File: src/hw/ntpd_cfg.svh
// constants of the native telegram process data mapper
`ifndef NTPD_CFG_SVH
`define NTPD_CFG_SVH

// telegram numbers
`define NTPD_TEL_100        8'h64
`define NTPD_TEL_101        8'h65
`define NTPD_TEL_102        8'h66
`define NTPD_TEL_106        8'h6a
`define NTPD_TEL_107        8'h6b
`define NTPD_TEL_RESET      8'h64

// cyclic slot counts per direction
`define NTPD_SLOTS_100      5'h02
`define NTPD_SLOTS_101      5'h06
`define NTPD_SLOTS_106      5'h08
`define NTPD_SLOTS_107      5'h10

// parameter channel length in words
`define NTPD_PC_WORDS       5'h04

// default bindings: 8501, 8602 command side, 3201, 8604 monitor side
`define NTPD_CMD1_DEF       16'h2135
`define NTPD_CMD2_DEF       16'h219a
`define NTPD_MON1_DEF       16'h0c81
`define NTPD_MON2_DEF       16'h219c
`define NTPD_UNLINKED       16'h0000

// binding table index layout: {monitor, slot[3:0]}
`define NTPD_TAB_DEPTH      32
`define NTPD_MON_BIT        4

// request codes
`define NTPD_REQ_NONE       16'h0000
`define NTPD_REQ_READ       16'h0001
`define NTPD_REQ_WR16       16'h0002
`define NTPD_REQ_WR32       16'h0003

// response codes
`define NTPD_RSP_NONE       16'h0000
`define NTPD_RSP_RD16       16'h0001
`define NTPD_RSP_WR16       16'h0002
`define NTPD_RSP_BUSY       16'h0003
`define NTPD_RSP_WR32       16'h0005
`define NTPD_RSP_ERR        16'h0007

`endif

File: src/hw/ntpd_pkg.sv
// types of the native telegram process data mapper
package ntpd_pkg;

    typedef enum logic [5:0] {
        NTPD_TX_IDLE  = 6'h01,
        NTPD_TX_PC    = 6'h02,
        NTPD_TX_LOOK  = 6'h04,
        NTPD_TX_FETCH = 6'h08,
        NTPD_TX_WAIT  = 6'h10,
        NTPD_TX_EMIT  = 6'h20
    } ntpd_tx_state_t;

    typedef enum logic [2:0] {
        NTPD_PR_IDLE   = 3'h1,
        NTPD_PR_BUSY   = 3'h2,
        NTPD_PR_SECOND = 3'h4
    } ntpd_pr_state_t;

endpackage : ntpd_pkg

File: src/hw/ntpd_bind_if.sv
// carrier between the mapper and its slot binding table
`timescale 1ns/1ps
`default_nettype none

interface ntpd_bind_if;
    logic        wr_en;
    logic [4:0]  wr_idx;
    logic [15:0] wr_addr;
    logic [4:0]  ra_idx;
    logic [15:0] ra_data;
    logic [4:0]  rb_idx;
    logic [15:0] rb_data;

    modport mem  (input wr_en, wr_idx, wr_addr, ra_idx, rb_idx, output ra_data, rb_data);
    modport user (output wr_en, wr_idx, wr_addr, ra_idx, rb_idx, input ra_data, rb_data);
endinterface : ntpd_bind_if

`default_nettype wire

File: src/hw/ntpd_bind_mem.sv
// slot binding table: 16 command and 16 monitor modbus addresses
`timescale 1ns/1ps
`default_nettype none
`include "ntpd_cfg.svh"

module ntpd_bind_mem (
    input wire logic   core_clk,
    input wire logic   resetn,
    ntpd_bind_if.mem   bus
);
    logic [15:0] tab [`NTPD_TAB_DEPTH];

    // one entry per slot; reset restores the factory bindings
    for (genvar i = 0; i < `NTPD_TAB_DEPTH; i++) begin : g_ent
        localparam logic [15:0] DEF = (i == 0)  ? `NTPD_CMD1_DEF :
                                      (i == 1)  ? `NTPD_CMD2_DEF :
                                      (i == 16) ? `NTPD_MON1_DEF :
                                      (i == 17) ? `NTPD_MON2_DEF : `NTPD_UNLINKED;
        always_ff @(posedge core_clk) begin
            if (!resetn) begin
                tab[i] <= DEF;
            end else if (bus.wr_en && bus.wr_idx == 5'(i)) begin
                tab[i] <= bus.wr_addr;
            end
        end
    end

    // both read ports are registered, one cycle after the index
    always_ff @(posedge core_clk) begin
        if (!resetn) begin
            bus.ra_data <= 16'h0000;
            bus.rb_data <= 16'h0000;
        end else begin
            bus.ra_data <= tab[bus.ra_idx];
            bus.rb_data <= tab[bus.rb_idx];
        end
    end
endmodule : ntpd_bind_mem

`default_nettype wire

File: src/hw/ntpd_mapper.sv
// native telegram process data mapper: frame unpack, frame build, parameter channel
`timescale 1ns/1ps
`default_nettype none
`include "ntpd_cfg.svh"

module ntpd_mapper (
    input  wire logic        core_clk,
    input  wire logic        resetn,
    input  wire logic [7:0]  tel_sel,
    input  wire logic        cfg_we,
    input  wire logic        cfg_monitor,
    input  wire logic [3:0]  cfg_slot,
    input  wire logic [15:0] cfg_addr,
    input  wire logic        rx_valid,
    input  wire logic        rx_sof,
    input  wire logic [15:0] rx_data,
    input  wire logic        tx_start,
    output logic             tx_valid,
    output logic             tx_sof,
    output logic             tx_last,
    output logic [15:0]      tx_data,
    output logic             db_wr_valid,
    output logic [15:0]      db_wr_addr,
    output logic [15:0]      db_wr_data,
    output logic             db_rd_req,
    output logic [15:0]      db_rd_addr,
    input  wire logic [15:0] db_rd_data,
    output logic             pr_req,
    output logic             pr_write,
    output logic [15:0]      pr_addr,
    output logic [15:0]      pr_data,
    input  wire logic        pr_done,
    input  wire logic        pr_err,
    input  wire logic [15:0] pr_rdata,
    output logic [7:0]       active_tel
);
    ntpd_bind_if bind_bus ();

    ntpd_bind_mem u_tab (
        .core_clk (core_clk),
        .resetn   (resetn),
        .bus      (bind_bus.mem)
    );

    logic                    tel_taken_reg;
    logic                    has_pc;
    logic [4:0]              nslots;
    logic [4:0]              pc_off;
    logic [4:0]              rx_idx_reg;
    logic [4:0]              rx_idx;
    logic [4:0]              rx_slot;
    logic                    rx_pend_reg;
    logic [15:0]             rx_data_reg;
    logic [15:0]             req_addr_reg;
    logic [15:0]             req_code_reg;
    logic [15:0]             req_hi_reg;
    logic                    pc_full;
    logic [15:0]             last_addr_reg;
    logic [15:0]             last_code_reg;
    logic [15:0]             rsp_addr_reg;
    logic [15:0]             rsp_code_reg;
    logic [15:0]             rsp_hi_reg;
    logic [15:0]             rsp_lo_reg;
    logic [15:0]             low_val_reg;
    ntpd_pkg::ntpd_pr_state_t pr_state_reg;
    ntpd_pkg::ntpd_tx_state_t tx_state_reg;
    logic [1:0]              tx_pc_reg;
    logic [3:0]              tx_slot_reg;
    logic                    tx_first_reg;
    logic                    linked_reg;

    // restart latch: telegram sampled once after reset, later changes ignored
    always_ff @(posedge core_clk) begin
        if (!resetn) begin
            tel_taken_reg <= 1'b0;
            active_tel    <= `NTPD_TEL_RESET;
        end else if (!tel_taken_reg) begin
            tel_taken_reg <= 1'b1;
            active_tel    <= tel_sel;
        end
    end

    // layout of the active telegram; unknown numbers fall back to the 100 layout
    always_comb begin
        has_pc = 1'b1;
        nslots = `NTPD_SLOTS_100;
        case (active_tel)
            `NTPD_TEL_101: nslots = `NTPD_SLOTS_101;
            `NTPD_TEL_102: begin
                has_pc = 1'b0;
                nslots = `NTPD_SLOTS_101;
            end
            `NTPD_TEL_106: nslots = `NTPD_SLOTS_106;
            `NTPD_TEL_107: nslots = `NTPD_SLOTS_107;
            default:       nslots = `NTPD_SLOTS_100;
        endcase
        pc_off = has_pc ? `NTPD_PC_WORDS : 5'h00;
    end

    // inbound word position; sof restarts the count, excess words fall off the end
    always_comb begin
        rx_idx  = rx_sof ? 5'h00 : rx_idx_reg;
        rx_slot = rx_idx - pc_off;
        pc_full = rx_valid && has_pc && rx_idx == 5'h03;
    end

    // binding table access: config writes, inbound lookup on port a, outbound on b
    assign bind_bus.wr_en   = cfg_we;
    assign bind_bus.wr_idx  = {cfg_monitor, cfg_slot};
    assign bind_bus.wr_addr = cfg_addr;
    assign bind_bus.ra_idx  = {1'b0, rx_slot[3:0]};
    assign bind_bus.rb_idx  = {1'b1, tx_slot_reg};

    // inbound frame: capture channel words, queue slot words for lookup
    always_ff @(posedge core_clk) begin
        if (!resetn) begin
            rx_idx_reg   <= 5'h00;
            rx_pend_reg  <= 1'b0;
            rx_data_reg  <= 16'h0000;
            req_addr_reg <= 16'h0000;
            req_code_reg <= 16'h0000;
            req_hi_reg   <= 16'h0000;
        end else begin
            rx_pend_reg <= 1'b0;
            if (rx_valid) begin
                rx_idx_reg <= (rx_idx == 5'h1f) ? rx_idx : rx_idx + 5'h01;
                if (has_pc && rx_idx == 5'h00) req_addr_reg <= rx_data;
                if (has_pc && rx_idx == 5'h01) req_code_reg <= rx_data;
                if (has_pc && rx_idx == 5'h02) req_hi_reg   <= rx_data;
                // slot words keep their positions whether linked or not
                if (rx_idx >= pc_off && rx_slot < nslots) begin
                    rx_pend_reg <= 1'b1;
                    rx_data_reg <= rx_data;
                end
            end
        end
    end

    // inbound slot to parameter database; address zero means the word is dropped
    always_ff @(posedge core_clk) begin
        if (!resetn) begin
            db_wr_valid <= 1'b0;
            db_wr_addr  <= 16'h0000;
            db_wr_data  <= 16'h0000;
        end else begin
            db_wr_valid <= rx_pend_reg && bind_bus.ra_data != `NTPD_UNLINKED;
            db_wr_addr  <= bind_bus.ra_data;
            db_wr_data  <= rx_data_reg;
        end
    end

    // parameter channel: a request runs when address or code changes from the last one;
    // resending the same request every frame would otherwise repeat writes
    always_ff @(posedge core_clk) begin
        if (!resetn) begin
            pr_state_reg  <= ntpd_pkg::NTPD_PR_IDLE;
            pr_req        <= 1'b0;
            pr_write      <= 1'b0;
            pr_addr       <= 16'h0000;
            pr_data       <= 16'h0000;
            last_addr_reg <= 16'h0000;
            last_code_reg <= 16'h0000;
            low_val_reg   <= 16'h0000;
            rsp_addr_reg  <= 16'h0000;
            rsp_code_reg  <= `NTPD_RSP_NONE;
            rsp_hi_reg    <= 16'h0000;
            rsp_lo_reg    <= 16'h0000;
        end else begin
            case (pr_state_reg)
                ntpd_pkg::NTPD_PR_IDLE: begin
                    if (pc_full && (req_addr_reg != last_addr_reg
                                    || req_code_reg != last_code_reg)) begin
                        last_addr_reg <= req_addr_reg;
                        last_code_reg <= req_code_reg;
                        rsp_addr_reg  <= req_addr_reg;
                        rsp_hi_reg    <= 16'h0000;
                        rsp_lo_reg    <= 16'h0000;
                        low_val_reg   <= rx_data;
                        pr_addr       <= req_addr_reg;
                        pr_write      <= req_code_reg != `NTPD_REQ_READ;
                        // 32-bit write sends the high word first
                        pr_data       <= (req_code_reg == `NTPD_REQ_WR32) ? req_hi_reg
                                                                          : rx_data;
                        if (req_code_reg == `NTPD_REQ_NONE) begin
                            rsp_code_reg <= `NTPD_RSP_NONE;
                        end else if (req_code_reg > `NTPD_REQ_WR32
                                     || req_addr_reg == 16'h0000) begin
                            rsp_code_reg <= `NTPD_RSP_ERR;
                        end else begin
                            rsp_code_reg <= `NTPD_RSP_BUSY;
                            pr_req       <= 1'b1;
                            pr_state_reg <= ntpd_pkg::NTPD_PR_BUSY;
                        end
                    end
                end
                ntpd_pkg::NTPD_PR_BUSY: begin
                    if (pr_done) begin
                        pr_req       <= 1'b0;
                        pr_state_reg <= ntpd_pkg::NTPD_PR_IDLE;
                        if (pr_err) begin
                            rsp_code_reg <= `NTPD_RSP_ERR;
                        end else if (last_code_reg == `NTPD_REQ_READ) begin
                            rsp_code_reg <= `NTPD_RSP_RD16;
                            rsp_lo_reg   <= pr_rdata;
                        end else if (last_code_reg == `NTPD_REQ_WR16) begin
                            rsp_code_reg <= `NTPD_RSP_WR16;
                            rsp_lo_reg   <= pr_data;
                        end else begin
                            pr_req       <= 1'b1;                      // low half next
                            pr_addr      <= pr_addr + 16'h0001;
                            pr_data      <= low_val_reg;
                            pr_state_reg <= ntpd_pkg::NTPD_PR_SECOND;
                        end
                    end
                end
                ntpd_pkg::NTPD_PR_SECOND: begin
                    if (pr_done) begin
                        pr_req       <= 1'b0;
                        pr_state_reg <= ntpd_pkg::NTPD_PR_IDLE;
                        rsp_code_reg <= pr_err ? `NTPD_RSP_ERR : `NTPD_RSP_WR32;
                        rsp_hi_reg   <= pr_err ? 16'h0000 : req_hi_reg;
                        rsp_lo_reg   <= pr_err ? 16'h0000 : low_val_reg;
                    end
                end
                default: pr_state_reg <= ntpd_pkg::NTPD_PR_IDLE;
            endcase
        end
    end

    // outbound frame: four cycles per slot (look, fetch, wait, emit)
    always_ff @(posedge core_clk) begin
        if (!resetn) begin
            tx_state_reg <= ntpd_pkg::NTPD_TX_IDLE;
            tx_pc_reg    <= 2'h0;
            tx_slot_reg  <= 4'h0;
            tx_first_reg <= 1'b0;
            linked_reg   <= 1'b0;
            tx_valid     <= 1'b0;
            tx_sof       <= 1'b0;
            tx_last      <= 1'b0;
            tx_data      <= 16'h0000;
            db_rd_req    <= 1'b0;
            db_rd_addr   <= 16'h0000;
        end else begin
            tx_valid  <= 1'b0;
            tx_sof    <= 1'b0;
            tx_last   <= 1'b0;
            db_rd_req <= 1'b0;
            case (tx_state_reg)
                ntpd_pkg::NTPD_TX_IDLE: begin
                    tx_pc_reg    <= 2'h0;
                    tx_slot_reg  <= 4'h0;
                    tx_first_reg <= 1'b1;
                    if (tx_start) begin
                        tx_state_reg <= has_pc ? ntpd_pkg::NTPD_TX_PC
                                               : ntpd_pkg::NTPD_TX_LOOK;
                    end
                end
                ntpd_pkg::NTPD_TX_PC: begin
                    tx_valid     <= 1'b1;
                    tx_sof       <= tx_first_reg;
                    tx_first_reg <= 1'b0;
                    case (tx_pc_reg)
                        2'h0:    tx_data <= rsp_addr_reg;
                        2'h1:    tx_data <= rsp_code_reg;
                        2'h2:    tx_data <= rsp_hi_reg;
                        default: tx_data <= rsp_lo_reg;
                    endcase
                    tx_pc_reg <= tx_pc_reg + 2'h1;
                    if (tx_pc_reg == 2'h3) tx_state_reg <= ntpd_pkg::NTPD_TX_LOOK;
                end
                ntpd_pkg::NTPD_TX_LOOK: tx_state_reg <= ntpd_pkg::NTPD_TX_FETCH;
                ntpd_pkg::NTPD_TX_FETCH: begin
                    linked_reg   <= bind_bus.rb_data != `NTPD_UNLINKED;
                    db_rd_req    <= bind_bus.rb_data != `NTPD_UNLINKED;
                    db_rd_addr   <= bind_bus.rb_data;
                    tx_state_reg <= ntpd_pkg::NTPD_TX_WAIT;
                end
                ntpd_pkg::NTPD_TX_WAIT: tx_state_reg <= ntpd_pkg::NTPD_TX_EMIT;
                ntpd_pkg::NTPD_TX_EMIT: begin
                    // unlinked slot still takes its place, carrying zero
                    tx_valid     <= 1'b1;
                    tx_data      <= linked_reg ? db_rd_data : 16'h0000;
                    tx_sof       <= tx_first_reg;
                    tx_first_reg <= 1'b0;
                    if ({1'b0, tx_slot_reg} == nslots - 5'h01) begin
                        tx_last      <= 1'b1;
                        tx_state_reg <= ntpd_pkg::NTPD_TX_IDLE;
                    end else begin
                        tx_slot_reg  <= tx_slot_reg + 4'h1;
                        tx_state_reg <= ntpd_pkg::NTPD_TX_LOOK;
                    end
                end
                default: tx_state_reg <= ntpd_pkg::NTPD_TX_IDLE;
            endcase
        end
    end
endmodule : ntpd_mapper

`default_nettype wire

File: config.mk
export PLATFORM = sky130hd
export DESIGN_NAME = ntpd_mapper
export DESIGN_NICKNAME = d
export VERILOG_FILES = /design/src/hw/ntpd_pkg.sv /design/src/hw/ntpd_bind_if.sv /design/src/hw/ntpd_bind_mem.sv /design/src/hw/ntpd_mapper.sv
export VERILOG_INCLUDE_DIRS = /design/src /design/src/hw
export SDC_FILE = /design/constraint.sdc
export NUM_CORES = 1
export LEC_CHECK = 0
export CAP_MARGIN = 20
export CORE_ASPECT_RATIO = 0.8
export CORE_MARGIN = 1.5
export CORE_UTILIZATION = 45
export CTS_CLUSTER_SIZE = 14
export DETAILED_ROUTE_END_ITERATION = 10
export DONT_BUFFER_PORTS = 1
export PLACE_DENSITY = 0.63
export SLEW_MARGIN = 40
export SYNTH_ARGS = -nofsm -noshare
export SYNTH_HDL_FRONTEND = slang
export SYNTH_SLANG_ARGS = --single-unit
File: constraint.sdc
create_clock -name core_clk -period 3.1 [get_ports core_clk]
set_clock_uncertainty 0.05 [all_clocks]
set_input_delay 0.62 -clock core_clk [delete_from_list [all_inputs] [get_ports core_clk]]
set_output_delay 0.62 -clock core_clk [all_outputs]
set_load 0.05 [all_outputs]
### Word-level counts from Yosys, hierarchy flattened

Memory sizes are Yosys's and may differ from the RTL's. A register that Yosys moved wholly into a read port is not among the register bits.
Index checks and enable logic that the tools add are counted.

* multiplexer cells: 202
* bitwise operators: 32
* magnitude comparators: 3
* $add $sub $neg: 6
* reduce and logical (&&, ||, !) cells: 77
* equality and inequality tests: 71

Operators by type and width (count)
* $mux 16: 59
* $pmux 16 s3: 3
* $pmux 16 s2: 4
* $mux 1: 110
* $eq 5x5->1 const B: 17
* $eq 5x4->1 const B: 8
* $logic_and 1x1->1: 40
* $mux 3: 13
* $pmux 6 s6: 1
* $eq 16x2->1 const B: 2
* $eq 8x7->1 const B: 4
* $logic_not 16->1: 2
* $ne 16x16->1: 2
* $or 1x1->1: 32
* $reduce_bool 16->1: 2
* $ne 2x2->1 const B: 11
* $reduce_and 2->1: 11
* $eq 5x2->1 const B: 4
* $eq 5x3->1 const B: 4
* $reduce_and 6->1: 3
* $add 16x1->16 const B: 1
* $eq 16x1->1 const B: 1
* $gt 16x2->1 const B: 1
* $ne 16x1->1 const B: 1
* other kinds (41): 55

* input bits: 85
* bits in writable memories: 512
* memories: 1
* output and inout bits: 111
* register bits: 295

Memory list
* u_tab.tab: words 32, width 16, read ports 2, clocked after memory_dff 2, wr ports 32, line ntpd_bind_mem.sv:11 `` logic [15:0] tab [`NTPD_TAB_DEPTH]; ``

### Logic depth before layout (Yosys ltp)

* word-level depth: 7
* mapped depth: 12

### By module

A second synthesis with hierarchy kept.

* cell total of the unflattened synthesis: 3346
* area, all modules: 41563.6 um^2

By module, submodules not included
* ntpd_bind_mem: cells an instance 1878, area each 28690.0 um^2, instances 1
* ntpd_mapper: cells an instance 1468, area each 12873.6 um^2, instances 1

### Least setup slack after synthesis

Ideal clock, no wire load.

* path type: flip-flop to flip-flop
* start: register active_tel[5]
* end: register rx_data_reg[10]
* required time: 2925 ps
* library setup time: 125 ps
* data arrival time: 3314 ps
* path slack: -389 ps
* buffers on the path: 2
* cell stages (with the launch flop): 12
* period minus slack after synthesis: 3489 ps
* cells stage by stage: dfxtp_1 -> and4bb_2 -> nand4b_2 -> ha_1 -> clkbuf_1 -> clkinv_1 -> ha_1 -> a21o_1 -> a21o_1 -> a21oi_1 -> clkbuf_1 -> o2bb2ai_1

* cells in the longest elaborated chain, start to end: 6
* elaborated cells on any way between the ends: 12
* those cells by class: 1 x add/sub; 2 x order compare; 4 x eq/ne; 2 x mux; 3 x reduce/logical

RTL lines
* start: declaration: line ntpd_mapper.sv:35 `output logic [7:0] active_tel`
* start signal: assignment: line ntpd_mapper.sv:76 `` active_tel <= `NTPD_TEL_RESET; ``
* start signal: assignment: line ntpd_mapper.sv:79 `active_tel <= tel_sel;`
* $eq 8x7->1: line ntpd_mapper.sv:87 `case (active_tel)`
* $mux 3 or $reduce_or 2->1 (tied branches)
* $sub 5x3->5 or $pmux 5 s3 (tied branches): line ntpd_mapper.sv:103, ntpd_mapper.sv:87
* $lt 5x5->1: line ntpd_mapper.sv:131 `if (rx_idx >= pc_off && rx_slot < nslots) begin`
* $logic_and 1x1->1 *: line ntpd_mapper.sv:131
* $reduce_and 2->1 (no source line) *
* end signal: assignment: line ntpd_mapper.sv:133 `rx_data_reg <= rx_data;`
* end: declaration: line ntpd_mapper.sv:53 `logic [15:0] rx_data_reg;`

Every way passes the cells marked *; elsewhere a longest branch is shown, timed or not.
A chain may end at the register's enable or synchronous reset.

### Worst setup path in the final report

* start: register last_code_reg[0]
* end: register pr_addr[9]

* cells in the longest elaborated chain, start to end: 5
* elaborated cells on any way between the ends: 9
* those cells by class: 6 x eq/ne; 3 x reduce/logical

RTL lines
* start: declaration: line ntpd_mapper.sv:59 `logic [15:0] last_code_reg;`
* start signal: assignment: line ntpd_mapper.sv:174 `last_code_reg <= req_code_reg;`
* $ne 16x16->1: line ntpd_mapper.sv:172 `|| req_code_reg != last_code_reg)) begin`
* $logic_or 1x1->1: line ntpd_mapper.sv:172
* $logic_and 1x1->1: line ntpd_mapper.sv:171 `if (pc_full && (req_addr_reg != last_addr_reg`
* $ne 2x2->1 (no source line)
* $reduce_and 6->1 (no source line) *
* end signal: assignment: line ntpd_mapper.sv:179 `pr_addr <= req_addr_reg;`
* end signal: assignment: line ntpd_mapper.sv:210 `pr_addr <= pr_addr + 16'h0001;`
* end: declaration: line ntpd_mapper.sv:30 `output logic [15:0] pr_addr,`

Marks and branches as above.

==> impl_results.md <==
* Seq/Total Area, Yosys at 58.73%
* Worst Max-Slew Pin Slew at 894.2 ps
* Layout Utilization at 51.09%
* F_max at 0.3535 GHz
* Async SR Flop Fraction at 0%
* Die Wd at 323.1 um
* VDD IR max at 0.3729 mV
* Area Overhead vs Synth at 12.02%
* Hold WC Path Type: in2reg
* Setup TNS at 0 ps
* Status: finished, final reports clean
* First-pass GRT wire length at 162000 um
* Worst-path fanout max at 81
* 1st-iter DRT viols at 2893
* Drc violations at 0
* Critical Path Start Type: flop
* Fraction of layout cells with a size suffix above 1 at 12.07%
* Fin crit period at 2829 ps
* Commonest cells in the netlist: and2_1, edfxtp_1, nand2_1, dfxtp_1, a21oi_1
* DR top layer: met5
* Max Slew Vio Count at 0
* Worst EP arrival at 3340 ps
* Routed vias/inst at 5.865
* Clock Path Buffers at 3
* Routed Antenna Nets at 0
* Worst slew margin at 40.30%
* Hold Violations, Final at 0
* Largest register FFs at 512
* Number of synthesis warnings at 0
* CP Capture Type: flop
* Total leakage power at 14.70 nW
* Vias in the first global route at 25156
* Die Ht at 259.1 um
* Final Cycle Share at 91.26%
* Hold_buf cts at 2
* Yosys reg bits at 826
* Syn Inst Count at 3282
* Biggest register: u_tab.tab
* Routed wire length at 109800 um
* Max Cap Violations at 0
* RSZ-0062 raised after global routing: false
* Via count at 25912
* Root buf cell: clkbuf_16
* Most used DFF post-synth: edfxtp_1
* Post-route insts no fill at 4418
* Tot GR Track Use at 25.88%
* Pre-CTS WS at 313.8 ps
* Post-route cell area at 41310 um^2
* Count leader, synth: and2_1
* CTS tree: done
* CTS sink count at 826
* Cell area after synthesis at 36880 um^2
* Total Die Area at 83690 um^2
* Power Density at 576.4 nW/um^2
* Total Power at 23.81 mW
* H-tree depth at 3
* Core ar. at 80870 um^2
* Syn Nets at 3383
* Setup-failing EPs final at 0
* Inst Count DP at 4254
* Starting Density at 45.60%
* Rows at 93
* Met3 WL post-DR at 10920 um
* Required @ worst endpoint at 3620 ps
* Met1 WL at 46580 um
* Largest net degree at the start of global routing at 153
* Largest area contributor in the netlist: edfxtp_1
* Drt pass-1 iters at 8
* Post-DP HPWL at 71880 um
* Critical path type: reg2reg
* DP Area at 38520 um^2
* Io pins at 196
* PnR worst setup slack at 271.1 ps
* Syn avg cell area at 11.24 um^2
* Post-cts gate resize count at 0
* Post-CTS setup buffer count at 0
* WL per Instance at 24.86 um
* Top cell type's share of synthesized area at 41.69%
* Worst-path clk slew at 60 ps
* Nets at 3353
* Number of synthesized flops with an enable pin at 512
* Initial antenna violation count at 7
* Num CTS Buffers at 86
* Hold WS at 40.48 ps
* Synth top area cells: edfxtp_1, dfxtp_1, and2_1
* Routability Congestion at 0.8790
* Yosys cell types at 73
* Met2 wire len at 49780 um
* Clk_lat worst skew at 660 ps
* Grt total ovfl at 0
* I/O Buffers at 0
==> cell type report <==
type / instances / area, um^2
clock buffer: 128 / 2492
tap: 1092 / 1366
antenna: 5 / 12.51
timing repair buffer: 159 / 1336
inverter: 33 / 131.4
clock inverter: 29 / 264.0
fill: 7021 / 39560
sequential: 826 / 21670
multi-input combinational: 2146 / 14040
==> kinds of logic after synthesis <==
| family | after synthesis | share of synthesized area, % |
|---|---|---|
| buffers and inverters | 310 | 3.274 |
| and+or+nand+nor | 1351 | 19.25 |
| adders and majority gates | 16 | 0.5428 |
| AOI/OAI and AO/OA | 571 | 9.829 |
| xor gates and xnor gates | 37 | 0.8787 |
| DFF | 826 | 58.73 |
| muxes | 171 | 7.491 |
==> routing by layer <==
layer | up-vias | global-route usage, %
li1 | 11744 | -
met1 | 12891 | 36.46
met2 | 1101 | 39.66
met3 | 168 | 7.060
met4 | 8 | 6.351
met5 | - | 0
==> final timing paths <==
| kind | start | end | slack, ps | cells after the start |
|---|---|---|---|---|
| setup / recovery | last_code_reg[0] | pr_addr[9] | 270 | 8 |
| hold / removal | rx_sof | rx_idx_reg[4] | 40 | 1 |
| setup reg to reg | last_code_reg[0] | pr_addr[9] | 270 | 8 |
| hold reg to reg | rx_data_reg[13] | db_wr_data[13] | 400 | 2 |
==> report_power, final <==
| group | switching (mW) | total (mW) | internal, mW |
|---|---|---|---|
| logic | 0.854 | 1.31 | 0.451 |
| clock network | 4.39 | 10.2 | 5.76 |
| registers | 0.243 | 12.4 | 12.1 |
==> cell usage in the layout, fill, tap and decap left out, types with 9 or more instances in the layout <==
master and count:
o221ai_1 22, clkinv_2 13, mux2i_1 87, clkbuf_16 88
clkbuf_1 26, nor4_1 32, ha_1 15, nand2b_1 10
a221o_1 16, mux4_2 84, a211oi_1 36, nor2b_1 29
a21oi_1 240, and3_1 11, a311oi_1 24, and2_1 545
o21ai_0 56, nand2_1 379, edfxtp_1 512, buf_12 11
nand3_1 134, a31oi_1 18, nand4_1 9, o2bb2ai_1 17
or3_1 24, dfxtp_1 306, clkbuf_8 14, o211ai_1 19
o21ai_1 39, buf_4 146, nor3_1 24, a22oi_1 19
nor2_1 119, inv_1 28, o22ai_1 17, xor2_1 34
==> worst max-delay path, stage by stage (launching register included) <==
cell,delay [ps]
dfxtp_1,430
xor2_1,100
nor4_1,450
nand4_1,290
o211ai_1,390
buf_12,340
buf_4,300
nand2_1,70
a221oi_1,250
Power figures use the tool's default switching activity.
